--- src/verilog/ooc_pkg.sv ---
// Purpose: constants for the output on/off and margin control block
// Assumes: command port carries bus command codes and data bytes
// Notes: timing counts derive from the 50 MHz clock
package ooc_pkg;
	localparam logic [7:0] CMD_OPERATION    = 8'h01;
	localparam logic [7:0] CMD_ON_OFF_CFG   = 8'h02;
	localparam logic [7:0] CMD_CLEAR_FAULTS = 8'h03;

	localparam int EN_HI   = 7;
	localparam int EN_LO   = 6;
	localparam int MRG_HI  = 5;
	localparam int MRG_LO  = 4;
	localparam int FLT_HI  = 3;
	localparam int FLT_LO  = 2;

	localparam logic [1:0] EN_IMM_OFF  = 2'h0;
	localparam logic [1:0] EN_SOFT_OFF = 2'h1;
	localparam logic [1:0] EN_ON       = 2'h2;
	localparam logic [1:0] MRG_NOM     = 2'h0;
	localparam logic [1:0] MRG_LOW     = 2'h1;
	localparam logic [1:0] MRG_HIGH    = 2'h2;
	localparam logic [1:0] FLT_IGNORE  = 2'h1;
	localparam logic [1:0] FLT_ACT     = 2'h2;

	localparam int CFG_POWERUP  = 4;
	localparam int CFG_USE_BUS  = 3;
	localparam int CFG_USE_PIN  = 2;
	localparam int CFG_PIN_POL  = 1;
	localparam int CFG_PIN_IMM  = 0;

	localparam logic [7:0] OP_RESET  = 8'h08;
	localparam logic [7:0] CFG_RESET = 8'h1a;

	localparam int FLT_OV_FAULT = 0;
	localparam int FLT_UV_FAULT = 1;
	localparam int FLT_OV_WARN  = 2;
	localparam int FLT_UV_WARN  = 3;
	localparam int FLT_BITS     = 4;

	localparam int CLK_MHZ        = 50;
	localparam int OFF_DELAY_NS   = 1000;
	localparam int FALL_TIME_NS   = 2000;
	localparam int OFF_DELAY_CYC  = (OFF_DELAY_NS * CLK_MHZ + 999) / 1000;
	localparam int FALL_TIME_CYC  = (FALL_TIME_NS * CLK_MHZ + 999) / 1000;

	typedef enum {ST_OFF, ST_RUN, ST_DELAY, ST_FALL} ooc_state_t;
endpackage : ooc_pkg

--- src/verilog/ooc_ctl_if.sv ---
// Purpose: carries settings and decisions between the control block parts
// Assumes: single clock domain
// Notes: none
interface ooc_ctl_if;
	import ooc_pkg::*;
	logic [7:0]          op_byte;
	logic [7:0]          cfg_byte;
	logic                pin_level;
	logic                power_present;
	logic                remote_control_setup_ok;
	logic                run_req;
	logic                pin_off_imm;
	logic                bus_off_imm;
	logic                pin_cause;
	logic                clear_faults;
	logic [FLT_BITS-1:0] flt_events;
	logic [FLT_BITS-1:0] flt_status;

	modport top
	(
		output op_byte, cfg_byte, pin_level, power_present, remote_control_setup_ok, clear_faults, flt_events,
		input  run_req, pin_off_imm, bus_off_imm, pin_cause, flt_status
	);
	modport decide
	(
		input  op_byte, cfg_byte, pin_level, power_present, remote_control_setup_ok,
		output run_req, pin_off_imm, bus_off_imm, pin_cause
	);
	modport fault
	(
		input  op_byte, clear_faults, flt_events,
		output flt_status
	);
endinterface : ooc_ctl_if

--- src/verilog/ooc_output_ctrl.sv ---
// Purpose: output on/off and margin control behind the bus command port
// Assumes: command port and pins synchronous to clk
// Notes: one command per cmd_valid pulse, answer on the next cycle
module ooc_output_ctrl
(
	input  wire logic                          clk,
	input  wire logic                          sys_rst,
	input  wire logic                          cmd_valid,
	input  wire logic                          cmd_write,
	input  wire logic [7:0]                    cmd_code,
	input  wire logic [7:0]                    cmd_wdata,
	output logic                               rsp_valid,
	output logic                               rsp_ok,
	output logic [7:0]                         rsp_rdata,
	input  wire logic                          ctrl_pin,
	input  wire logic                          power_present,
	input  wire logic                          remote_control_setup_ok,
	input  wire logic                          ov_fault,
	input  wire logic                          uv_fault,
	input  wire logic                          ov_warn,
	input  wire logic                          uv_warn,
	output logic                               out_on,
	output logic                               out_fast_off,
	output logic                               out_ramp_down,
	output logic [1:0]                         margin_sel,
	output logic [ooc_pkg::FLT_BITS-1:0]       fault_status
);
	import ooc_pkg::*;

	localparam int CNT_W = 16;

	ooc_ctl_if c ();

	logic [7:0]  op_reg;
	logic [7:0]  op_next;
	logic [7:0]  cfg_reg;
	logic        wr_op;
	logic        wr_cfg;
	logic        clr_cmd;
	ooc_state_t  state_reg;
	ooc_state_t  state_next;
	logic [CNT_W-1:0] cnt_reg;
	logic [CNT_W-1:0] cnt_next;
	logic        imm_off;

	assign c.op_byte                 = op_reg;
	assign c.cfg_byte                = cfg_reg;
	assign c.pin_level               = ctrl_pin;
	assign c.power_present           = power_present;
	assign c.remote_control_setup_ok = remote_control_setup_ok;
	assign c.clear_faults            = clr_cmd;
	assign c.flt_events              = {uv_warn, ov_warn, uv_fault, ov_fault};

	ooc_enable_decide u_decide
	(
		.c (c)
	);

	ooc_fault_track u_fault
	(
		.clk     (clk),
		.sys_rst (sys_rst),
		.c       (c)
	);

	always_comb
	begin
		wr_op   = 1'b0;
		wr_cfg  = 1'b0;
		clr_cmd = 1'b0;
		if (cmd_valid && cmd_write && cmd_code == CMD_OPERATION)
		begin
			wr_op = 1'b1;
		end
		else if (cmd_valid && cmd_write && cmd_code == CMD_ON_OFF_CFG)
		begin
			wr_cfg = 1'b1;
		end
		else if (cmd_valid && cmd_write && cmd_code == CMD_CLEAR_FAULTS)
		begin
			clr_cmd = 1'b1;
		end
	end

	// each field only takes a defined code
	always_comb
	begin
		op_next = op_reg;
		if (cmd_wdata[EN_HI:EN_LO] != 2'h3)
		begin
			op_next[EN_HI:EN_LO] = cmd_wdata[EN_HI:EN_LO];
		end
		if (cmd_wdata[MRG_HI:MRG_LO] != 2'h3)
		begin
			op_next[MRG_HI:MRG_LO] = cmd_wdata[MRG_HI:MRG_LO];
		end
		if (cmd_wdata[FLT_HI:FLT_LO] == FLT_ACT || cmd_wdata[FLT_HI:FLT_LO] == FLT_IGNORE)
		begin
			op_next[FLT_HI:FLT_LO] = cmd_wdata[FLT_HI:FLT_LO];
		end
		op_next[1:0] = 2'h0;
	end

	always_ff @(posedge clk)
	begin
		if (sys_rst)
		begin
			op_reg <= OP_RESET;
		end
		else if (wr_op)
		begin
			op_reg <= op_next;
		end
	end

	always_ff @(posedge clk)
	begin
		if (sys_rst)
		begin
			cfg_reg <= CFG_RESET;
		end
		else if (wr_cfg)
		begin
			cfg_reg <= {3'h0, cmd_wdata[4:0]};
		end
	end

	always_ff @(posedge clk)
	begin
		if (sys_rst)
		begin
			rsp_valid <= 1'b0;
			rsp_ok    <= 1'b0;
			rsp_rdata <= 8'h00;
		end
		else
		begin
			rsp_valid <= cmd_valid;
			rsp_ok    <= 1'b0;
			rsp_rdata <= 8'h00;
			if (cmd_valid && cmd_code == CMD_OPERATION)
			begin
				rsp_ok    <= 1'b1;
				rsp_rdata <= cmd_write ? 8'h00 : op_reg;
			end
			else if (cmd_valid && cmd_code == CMD_ON_OFF_CFG)
			begin
				rsp_ok    <= 1'b1;
				rsp_rdata <= cmd_write ? 8'h00 : cfg_reg;
			end
			else if (cmd_valid && cmd_code == CMD_CLEAR_FAULTS)
			begin
				rsp_ok <= cmd_write;
			end
		end
	end

	// choose between fast and sequenced shutdown
	always_comb
	begin
		if (!power_present)
		begin
			imm_off = 1'b1;
		end
		else if (c.pin_cause)
		begin
			imm_off = c.pin_off_imm;
		end
		else if (cfg_reg[CFG_POWERUP] && cfg_reg[CFG_USE_BUS])
		begin
			imm_off = c.bus_off_imm;
		end
		else
		begin
			imm_off = 1'b0;
		end
	end

	always_comb
	begin
		state_next = state_reg;
		cnt_next   = cnt_reg;
		case (state_reg)
			ST_OFF:
			begin
				if (c.run_req)
				begin
					state_next = ST_RUN;
				end
			end
			ST_RUN:
			begin
				if (!c.run_req && imm_off)
				begin
					state_next = ST_OFF;
				end
				else if (!c.run_req)
				begin
					state_next = ST_DELAY;
					cnt_next   = CNT_W'(OFF_DELAY_CYC - 1);
				end
			end
			ST_DELAY:
			begin
				if (imm_off && !c.run_req)
				begin
					state_next = ST_OFF;
				end
				else if (cnt_reg == '0)
				begin
					state_next = ST_FALL;
					cnt_next   = CNT_W'(FALL_TIME_CYC - 1);
				end
				else
				begin
					cnt_next = cnt_reg - 1'b1;
				end
			end
			ST_FALL:
			begin
				if ((imm_off && !c.run_req) || cnt_reg == '0)
				begin
					state_next = ST_OFF;
				end
				else
				begin
					cnt_next = cnt_reg - 1'b1;
				end
			end
			default:
			begin
				state_next = ST_OFF;
			end
		endcase
	end

	always_ff @(posedge clk)
	begin
		if (sys_rst)
		begin
			state_reg <= ST_OFF;
			cnt_reg   <= '0;
		end
		else
		begin
			state_reg <= state_next;
			cnt_reg   <= cnt_next;
		end
	end

	always_ff @(posedge clk)
	begin
		if (sys_rst)
		begin
			out_on        <= 1'b0;
			out_ramp_down <= 1'b0;
			out_fast_off  <= 1'b0;
			margin_sel    <= MRG_NOM;
			fault_status  <= '0;
		end
		else
		begin
			out_on        <= (state_next == ST_RUN) || (state_next == ST_DELAY);
			out_ramp_down <= state_next == ST_FALL;
			out_fast_off  <= (state_reg != ST_OFF) && (state_next == ST_OFF) && imm_off;
			margin_sel    <= op_reg[MRG_HI:MRG_LO];
			fault_status  <= c.flt_status;
		end
	end
endmodule : ooc_output_ctrl

--- src/verilog/ooc_enable_decide.sv ---
// Purpose: decides from config, bus field and pin whether the output may run
// Assumes: pin level already synchronous
// Notes: purely combinational
module ooc_enable_decide
(
	ooc_ctl_if.decide c
);
	import ooc_pkg::*;
	logic pin_asserted;
	logic bus_ok;
	logic pin_ok;

	always_comb
	begin
		pin_asserted = c.cfg_byte[CFG_PIN_POL] ? c.pin_level : ~c.pin_level;
		bus_ok       = ~c.cfg_byte[CFG_USE_BUS] | (c.op_byte[EN_HI:EN_LO] == EN_ON);
		pin_ok       = ~c.cfg_byte[CFG_USE_PIN] | pin_asserted;
		if (!c.power_present)
		begin
			c.run_req = 1'b0;
		end
		else if (!c.cfg_byte[CFG_POWERUP])
		begin
			c.run_req = c.remote_control_setup_ok;
		end
		else
		begin
			c.run_req = bus_ok & pin_ok;
		end
		c.pin_cause   = c.cfg_byte[CFG_POWERUP] & ~pin_ok;
		c.pin_off_imm = c.cfg_byte[CFG_PIN_IMM];
		c.bus_off_imm = c.op_byte[EN_HI:EN_LO] == EN_IMM_OFF;
	end
endmodule : ooc_enable_decide

--- src/verilog/ooc_fault_track.sv ---
// Purpose: sticky over/under voltage fault and warning status
// Assumes: events are one-cycle pulses
// Notes: a new event beats a clear in the same cycle
module ooc_fault_track
(
	input wire logic  clk,
	input wire logic  sys_rst,
	ooc_ctl_if.fault  c
);
	import ooc_pkg::*;
	logic [FLT_BITS-1:0] status_reg;
	logic [FLT_BITS-1:0] status_next;
	logic                mask_events;

	always_comb
	begin
		// margined with ignore selected drops events
		mask_events = (c.op_byte[MRG_HI:MRG_LO] != MRG_NOM) && (c.op_byte[FLT_HI:FLT_LO] == FLT_IGNORE);
		status_next = c.clear_faults ? '0 : status_reg;
		if (!mask_events)
		begin
			status_next = status_next | c.flt_events;
		end
	end

	always_ff @(posedge clk)
	begin
		if (sys_rst)
		begin
			status_reg <= '0;
		end
		else
		begin
			status_reg <= status_next;
		end
	end

	assign c.flt_status = status_reg;
endmodule : ooc_fault_track

--- config.mk ---
export PLATFORM = sky130hd
export DESIGN_NAME = ooc_output_ctrl
export DESIGN_NICKNAME = d
export VERILOG_FILES = /design/src/verilog/ooc_pkg.sv /design/src/verilog/ooc_ctl_if.sv /design/src/verilog/ooc_output_ctrl.sv /design/src/verilog/ooc_enable_decide.sv /design/src/verilog/ooc_fault_track.sv
export SDC_FILE = /design/constraint.sdc
export NUM_CORES = 1
export LEC_CHECK = 0
export BUFFER_PORTS_ARGS = -buffer_cell sky130_fd_sc_hd__buf_4
export CORE_MARGIN = 2
export CORE_UTILIZATION = 45
export CTS_CLUSTER_DIAMETER = 80
export DETAILED_ROUTE_END_ITERATION = 12
export PLACE_DENSITY = 0.7
export SLEW_MARGIN = 20
export SYNTH_ARGS = -nofsm -noshare
export SYNTH_HDL_FRONTEND = slang
export SYNTH_SLANG_ARGS = --single-unit
--- constraint.sdc ---
create_clock -name clk -period 2.1 [get_ports clk]
set_input_delay 0.105 -clock clk [delete_from_list [all_inputs] [get_ports clk]]
set_output_delay 0.105 -clock clk [all_outputs]
set_load 0.02 [all_outputs]
=== Word level (Yosys, flattened, before mapping) ===
Index checks and enable logic that the tools add are counted.

* Flip-flop bits (word level): 82
* Bits in latches: 0
* RAM bits: 0
* Bits in read-only memories: 0
* Input bits: 27
* Output and inout port bits: 19
* Logic and storage cells: 105
* Memories kept: 0

* $add $sub $neg: 1
* Multipliers: 0
* Div/mod/pow operators: 0
* Magnitude comparators: 0
* Eq/ne operators: 19
* Shift operators: 0
* Muxes and demuxes: 34
* Bitwise logic cells: 9
* Reductions and logical operators: 27

{| class="wikitable"
|+ Operator list
! operator !! count
|-
| 2-to-1 mux 32 bit || 6
|-
| one-hot mux 32 bit (4 select lines) || 1
|-
| == test 32 x 2 -> 1 bit, second input constant || 3
|-
| 2-to-1 mux 16 bit || 5
|-
| == test 32 x 3 -> 1 bit, second input constant || 2
|-
| zero test 32 bit || 2
|-
| one-hot mux 16 bit (3 select lines) || 1
|-
| == test 32 x 1 -> 1 bit, second input constant || 1
|-
| nonzero test 32 bit || 1
|-
| == test 8 x 2 -> 1 bit, second input constant || 2
|-
| zero test 16 bit || 1
|-
| 2-to-1 mux 8 bit || 2
|-
| subtractor 16 x 1 -> 16 bit, second input constant || 1
|-
| 2-to-1 mux 1 bit || 15
|-
| logical AND 1 bit || 12
|-
| != test 2 bit, second input constant || 6
|-
| 2-to-1 mux 5 bit || 2
|-
| == test 8 x 1 -> 1 bit, second input constant || 1
|-
| 2-to-1 mux 4 bit || 2
|-
| AND reduction 2 bit || 3
|-
| AND reduction 5 bit || 1
|-
| == test 2 x 1 -> 1 bit, second input constant || 2
|-
| == test 2 bit, second input constant || 2
|-
| inverter 1 bit || 4
|-
| 8 further kinds || 12
|}

=== Depth between registers and ports, before layout ===
Gate-level depths: netlist (run 1).

* Depth in word-level cells: 14
* Mapped depth: 9
* Mapped depth without buffers: 8

=== Cells and area by module ===
Synthesis (run 1) repeated with hierarchy kept, for this count alone.

* Cell total of the unflattened synthesis: 297
* Area total of the unflattened synthesis: 2960.3 um2

{| class="wikitable"
|+ By module, submodules not included
! module !! times used !! cells each !! area an instance (um2) !! seq. area each (um2)
|-
| ooc_output_ctrl || 1 || 276 || 2743.9 || 1561.5
|-
| ooc_fault_track || 1 || 12 || 157.7 || 80.1
|-
| ooc_enable_decide || 1 || 9 || 58.8 || 0.0
|}

=== Worst setup path after synthesis (run 1) ===
Ideal clock, no wire load.

* Path kind: register -> register
* Start point: register cnt_reg[0]
* End point: register cnt_reg[8]
* Setup time: 58 ps
* Data arrival time: 2047 ps
* Required time: 2042 ps
* Setup slack: -6 ps
* Cell stages (with the launch flop): 10
* Buffers on the path: 1
* Period minus slack after synthesis: 2106 ps
* Cell sequence: dfxtp_1 inv_1 ha_1 nor4b_2 and4_4 a2111oi_4 and3_1 buf_4 nor3b_2 o21a_1

* Word-level cells in the longest chain between the ends: 4
* Elaborated cells on any way between the ends: 9
* Classes of those cells: add/sub: 1; eq/ne: 1; mux: 4; reduce/logical: 3

{| class="wikitable"
|+ RTL lines
! element !! RTL line !! RTL
|-
| start: declaration || ooc_output_ctrl.sv:42 || <nowiki>logic [CNT_W-1:0] cnt_reg;</nowiki>
|-
| start signal: assignment || ooc_output_ctrl.sv:247 || <nowiki>cnt_reg <= cnt_next;</nowiki>
|-
| subtractor 16 x 1 -> 16 bit / zero test 16 bit (equally long branches) || -- ||
|-
| 2-to-1 mux 16 bit / logical OR 1 bit (equally long branches) || ooc_output_ctrl.sv:209, ooc_output_ctrl.sv:221 ||
|-
| 2-to-1 mux 16 bit / != test 2 bit (equally long branches) || -- ||
|-
| one-hot mux 16 bit (3 select lines) / AND reduction 5 bit (equally long branches) || -- ||
|}

Several ways; a longest one is shown, not always the timed one. The select of a mux whose other input is x is not followed.
A chain may end at the register's enable or synchronous reset.

=== Worst setup path in the final report (run 1) ===
* Start point: register cnt_reg[0]
* End point: register cnt_reg[15]

The elaborated chain is that of the path after synthesis.

==> results_dict.tcl, run 1 <==
set metrics [dict create \
    crit_chain "inv_1 -> ha_2 -> nor4b_4 -> and4_4 -> o22ai_4 -> buf_6 -> nand3_2 -> or4_4 -> a211oi_2" \
    status "complete, but fails checks" \
    synth.yosys.seq_area_share 0.545 \
    violations "design-rule violations" \
    comb_power_share 0.045 \
    clockRootBuffer "clkbuf_8" \
    rsz0062_at_grt "yes" \
    worst-path-max-fanout 4 \
    switching_share 0.203 \
    clkSinkCount 82 \
    synth_cell_type_count 60 \
    critPathLaunchType "flip-flop" \
    syn_inst 294 \
    p_per_area_nw_per_um2 717 \
    vdd_drop_max_mv 0.523 \
    synthTopCellsByArea "dfxtp_1, nor2_1, nor4_2, nor3_1, nand2_1" \
    ys_warn_count 0 \
    drive_gt1_frac 0.288 \
    clk_transition_reported_paths_ns 0.07 \
    finalWorstSetupSlack_ns 0.0630 \
    num_io_pins 46 \
    diodes 0 \
    rows 29 \
    syn_area_um2 3010 \
    fin_skew_ns 0.0125 \
    drt_iter0_markers 192 \
    num_vias 2478 \
    fmaxAchievable_mhz 491 \
    utilization 0.621 \
    tns_ns 0 \
    die_area_um2 7360 \
    crit_end "cnt_reg[15]" \
    h-tree-depth 3 \
    antenna_left 0 \
    worstSetupStartpoint "cnt_reg[0]" \
    largest_reg_flops 32 \
    ys.flop_type "dfxtp_1" \
    slowest_stage "or4_4" \
    maxCapViolations 0 \
    antenna_found_initial 0 \
    grt_max_degree 39 \
    place_congestion 0.873 \
    power_mw 2.86 \
    wl_um 6230 \
    p_sw_mw 0.582 \
    portBuffers 45 \
    clk_path_buf_depth 2 \
    cp_num_cells 9 \
    slew_violations 0 \
    crit_family "simple AND/OR/NAND/NOR gates" \
    overflow 0 \
    crit_required_ns 2.35 \
    die_w_um 85.8 \
    period_share 0.970 \
    hold_class "in -> reg" \
    synth_edf_count 0 \
    post-dp-hpwl_um 4400 \
    ys_seq_elements 82 \
    placed_cells 459 \
    first_pass_iters 9 \
    worstSetupPathType "reg -> reg" \
    pre_cts_ws_ns -0.0150 \
    instances_no_fill 480 \
    yosys.area.top_type_share 0.545 \
    drc_errors 9 \
    timing.rr.end "cnt_reg[15]" \
    ff_latch_area_um2 1640 \
    period_needed_ns 2.04 \
    reg2reg_slack_ns 0.06 \
    synth_top_cells_by_count "dfxtp_1, nor2_1, nand2_1" \
    fill_cells 539 \
    clk_latency_ns 0.33 \
    initial_core_util 0.469 \
    avgSynthCellArea_um2 10.2 \
    reg2reg_from "cnt_reg[0]" \
    cts_tree "done" \
    pwr-share-clk 0.390 \
    synth_largest_area_cell "dfxtp_1" \
    vias_per_cell 5.16 \
    cts_made_buffers 9 \
    synth_most_common_cell "dfxtp_1" \
    dieHeight_um 85.8 \
    worstPathArrival_ns 2.29 \
    core-area_um2 6420 \
    p_leak_nw 1.74 \
    area_delta_synth_final_pct 32.5 \
    worst-path-buf-inv 2 \
    nets 426 \
    async_flop_share 0 \
    multi_input_area_um2 1450 \
    first_global_vias 2359 \
    power_frac_seq 0.566 \
    cp-end-kind "flip-flop" \
    grt_pass1_wl_um 10400 \
    intPower_mw 2.28 \
    cpPeakStageDelay_ns 0.43 \
    r2r_cells 9 \
    track_usage 0.180 \
    setup_viol 0 \
    hold_violations 0 \
    wl_per_cell_um 13.0 \
]
==> final cells by class <==
cell class,instances,share of cell area
flip-flops and latches,82,0.412
repair buffers,74,0.143
inverters,8,0.00753
clock inverters,2,0.00878
multi-input cells,223,0.363
well taps,77,0.0242
clock buffers,14,0.0408
==> through the flow <==
stage,hold slack [ns],cell area (µm²)
after floorplan,0.230,3120
after CTS,0.00300,3930
after detailed placement,0.334,3670
after global placement,0.333,3670
final,0.0185,3990
after global routing,0.00417,3990
==> worst min-delay path by stage <==
stage / from / to / slack [ns] / cells past startpoint
after CTS: cmd_valid / rsp_valid / 0.003 / 2
after floorplan: uv_warn / u_fault.c.flt_status[3] / 0.23 / 1
after global placement: uv_warn / u_fault.c.flt_status[3] / 0.33 / 2
final: cmd_valid / rsp_valid / 0.02 / 2
after global routing: cmd_valid / rsp_valid / 0.004 / 2
after detailed placement: ov_fault / u_fault.c.flt_status[0] / 0.33 / 2
==> per-layer routing <==
metal	vias up	wire length, µm	track usage
met5	-	0	0
met4	0	167	0.111
met3	13	420	0.0423
met2	79	2860	0.290
met1	1141	2780	0.219
li1	1245	-	-
==> worst register-to-register path, stage by stage (launching register included) <==
cell and delay [ns]:
dfxtp_2 0.33, inv_1 0.05, ha_2 0.18, nor4b_4 0.14, and4_4 0.21, o22ai_4 0.22, buf_6 0.13, nand3_2 0.08
or4_4 0.43, a211oi_2 0.18
==> cell usage in the layout, fill, tap and decap left out, drive strengths merged, types with 5 or more instances in the layout <==
cell and instances:
a211oi 6, a21oi 13, and3 7, buf 69, clkbuf 14, conb 30, dfxtp 82, dlygate4sd3 5
inv 8, nand2 20, nand3 13, nand4 6, nor2 24, nor2b 10, nor3 17, nor4 11
o21ai 11
==> power groups by stage <==
| stage | combinational [mW] | clock [mW] | sequential (mW) |
|---|---|---|---|
| after floorplan | 0.0480 | 0 | 1.66 |
| after global placement | 0.116 | 0 | 1.65 |
| after detailed placement | 0.117 | 0 | 1.65 |
| after CTS | 0.125 | 1.15 | 1.62 |
| after global routing | 0.139 | 1.22 | 1.62 |
| final | 0.128 | 1.12 | 1.62 |
==> timing repair <==
item                       4_1_cts  5_1_grt
setup buffers                    0        0
hold endpoints to repair         5        0
pin swaps                        1        6
gates resized for setup          6       11
setup endpoints to repair        6       13
hold buffers                     5        0
==> cell families after synthesis <==
family,Yosys count,synth area share
simple gates,132,0.267
compound gates,57,0.141
flops,82,0.545
xor+xnor,2,0.00582
fa+ha+maj,1,0.00416
mux,1,0.00333
other cells,1,0.00125
buf+inv,18,0.0316
Note: power is estimated with default switching activity, not from simulation.
==> run 2, diff against run 1 <==
- CELL_PAD_IN_SITES_DETAIL_PLACEMENT: not set -> 0
- CELL_PAD_IN_SITES_GLOBAL_PLACEMENT: not set -> 1
- CORE_UTILIZATION: 45 -> 39
- PLACE_DENSITY: 0.7 -> 0.76
==> run 2 against run 1 <==
Effect of this change: largest cell class unchanged; first-iteration DRC count shrank 55%; final cell count grew 5.2%; die area grew 15%; the run now ends clean; register-to-register slack lost 0.02 ns; clock power grew 11%; non-clock buffer count grew 1; critical path type unchanged.
==> results_dict.tcl, run 2 (synthesis gave the netlist of run 1 again) <==
set metrics [dict create \
    instances_no_fill 505 \
    hold_violations 0 \
    worst-path-max-fanout 5 \
    initial_core_util 0.396 \
    reg2reg_slack_ns 0.05 \
    worstSetupPathType "reg -> reg" \
    placed_area_um2 3690 \
    slew_violations 0 \
    vias_per_cell 4.81 \
    clk_transition_reported_paths_ns 0.08 \
    finalWorstSetupSlack_ns 0.0464 \
    drive_gt1_frac 0.295 \
    clk_path_buf_depth 2 \
    pwr-share-clk 0.413 \
    status "finished clean" \
    wl_um 6600 \
    rows 32 \
    clkSinkCount 82 \
    intPower_mw 2.36 \
    num_io_pins 46 \
    first_global_vias 2287 \
    area_delta_synth_final_pct 35.1 \
    vdd_drop_max_mv 0.470 \
    power_frac_seq 0.543 \
    rsz0062_at_grt "yes" \
    final_common_cell "dfxtp_1" \
    maxCapViolations 0 \
    diodes 0 \
    wl_per_cell_um 13.1 \
    hold_class "in -> reg" \
    mostFrequentLayoutCells "dfxtp_1, buf_4, conb_1" \
    drc_errors 0 \
    crit_end "cnt_reg[15]" \
    fmaxAchievable_mhz 487 \
    cp-end-kind "flip-flop" \
    multi_input_area_um2 1470 \
    p_per_area_nw_per_um2 735 \
    period_needed_ns 2.05 \
    portBuffers 45 \
    die_w_um 91.9 \
    cts_made_buffers 9 \
    core-area_um2 7610 \
    setup_viol 0 \
    track_usage 0.161 \
    reg2reg_from "state_reg[28]" \
    p_sw_mw 0.629 \
    switching_share 0.210 \
    period_share 0.978 \
    cts_tree "done" \
    die_area_um2 8440 \
    place_congestion 0.820 \
    clockRootBuffer "clkbuf_8" \
    drt_iter0_markers 87 \
    r2r_cells 6 \
    overflow 0 \
    ff_latch_area_um2 1650 \
    worstPathArrival_ns 2.32 \
    num_vias 2430 \
    fill_cells 698 \
    crit_required_ns 2.36 \
    p_leak_nw 1.75 \
    critPathLaunchType "flip-flop" \
    placed_cells 483 \
    worstSetupStartpoint "state_reg[28]" \
    clk_latency_ns 0.34 \
    antenna_left 0 \
    timing.rr.end "cnt_reg[15]" \
    comb_power_share 0.044 \
    grt_max_degree 21 \
    fin_skew_ns 0.00613 \
    holdPathStages 3 \
    utilization 0.535 \
    pre_cts_ws_ns -0.0316 \
    post-dp-hpwl_um 4640 \
    first_pass_iters 4 \
    largest_reg_flops 32 \
    power_mw 2.99 \
    h-tree-depth 3 \
    design_area_um2 4070 \
    dieHeight_um 91.9 \
    nets 427 \
    antenna_found_initial 0 \
    grt_pass1_wl_um 10800 \
]
-- run 2: cell types whose count changed in the layout (fill, tap and decap cells not counted), sizes merged --
cell and delta:
clkbuf -4, dlygate4sd3 +1, bufinv +1, clkinv +2
-- run 2: critical path, cell delays in order, from the launching register on --
cell and delay, ns:
dfxtp_2 0.33, nor4_4 0.32, nand4_4 0.18, nor4_4 0.31, nand3_2 0.16, or4_4 0.50, a211oi_2 0.18
-- run 2: through the flow --
stage	hold slack (ns)	TNS [ns]
after global routing	0.00985	-0.0908
final	0.0217	0
after detailed placement	0.326	-0.0513
after floorplan	0.230	0
after global placement	0.327	0
after CTS	0.00640	0
-- run 2: final cells by class --
| cell class | instances | share of cell area |
|---|---|---|
| repair buffers | 75 | 0.142 |
| flip-flops and latches | 82 | 0.405 |
| well taps | 102 | 0.0314 |
| inverters | 8 | 0.00738 |
| multi-input cells | 223 | 0.361 |
| clock buffers | 10 | 0.0338 |
| clock inverters | 5 | 0.0194 |
-- run 2: repair_timing --
item                                   4_1_cts  5_1_grt
hold buffers                                 6        0
pin swaps                                    2       10
endpoints found under the hold margin        6        0
setup endpoints to repair                    4       13
gates resized for setup                      2       18
setup buffers                                0        1
-- run 2: metal layers --
metal / share of wire / global-route usage / up-vias
li1: - / - / 1250
met1: 0.48 / 0.208 / 1111
met2: 0.45 / 0.257 / 54
met3: 0.050 / 0.0345 / 15
met4: 0.024 / 0.0759 / 0
met5: 0 / 0 / -
-- run 2: worst min path at each step --
| stage | start | end | slack, ns |
|---|---|---|---|
| after floorplan | uv_warn | u_fault.c.flt_status[3] | 0.23 |
| after global placement | uv_fault | u_fault.c.flt_status[1] | 0.33 |
| after detailed placement | uv_warn | u_fault.c.flt_status[3] | 0.33 |
| after CTS | cmd_wdata[0] | c.cfg_byte[0] | 0.006 |
| after global routing | cmd_wdata[0] | c.cfg_byte[0] | 0.01 |
| final | cmd_wdata[0] | c.cfg_byte[0] | 0.02 |
-- run 2: power groups by stage --
stage	Sequential (mW)	Clock (mW)	Combinational, mW
3_3_place_gp	1.65	0	0.119
6_report	1.62	1.24	0.132
3_5_place_dp	1.65	0	0.119
2_1_floorplan	1.66	0	0.0480
4_1_cts	1.62	1.27	0.129
5_1_grt	1.63	1.34	0.144
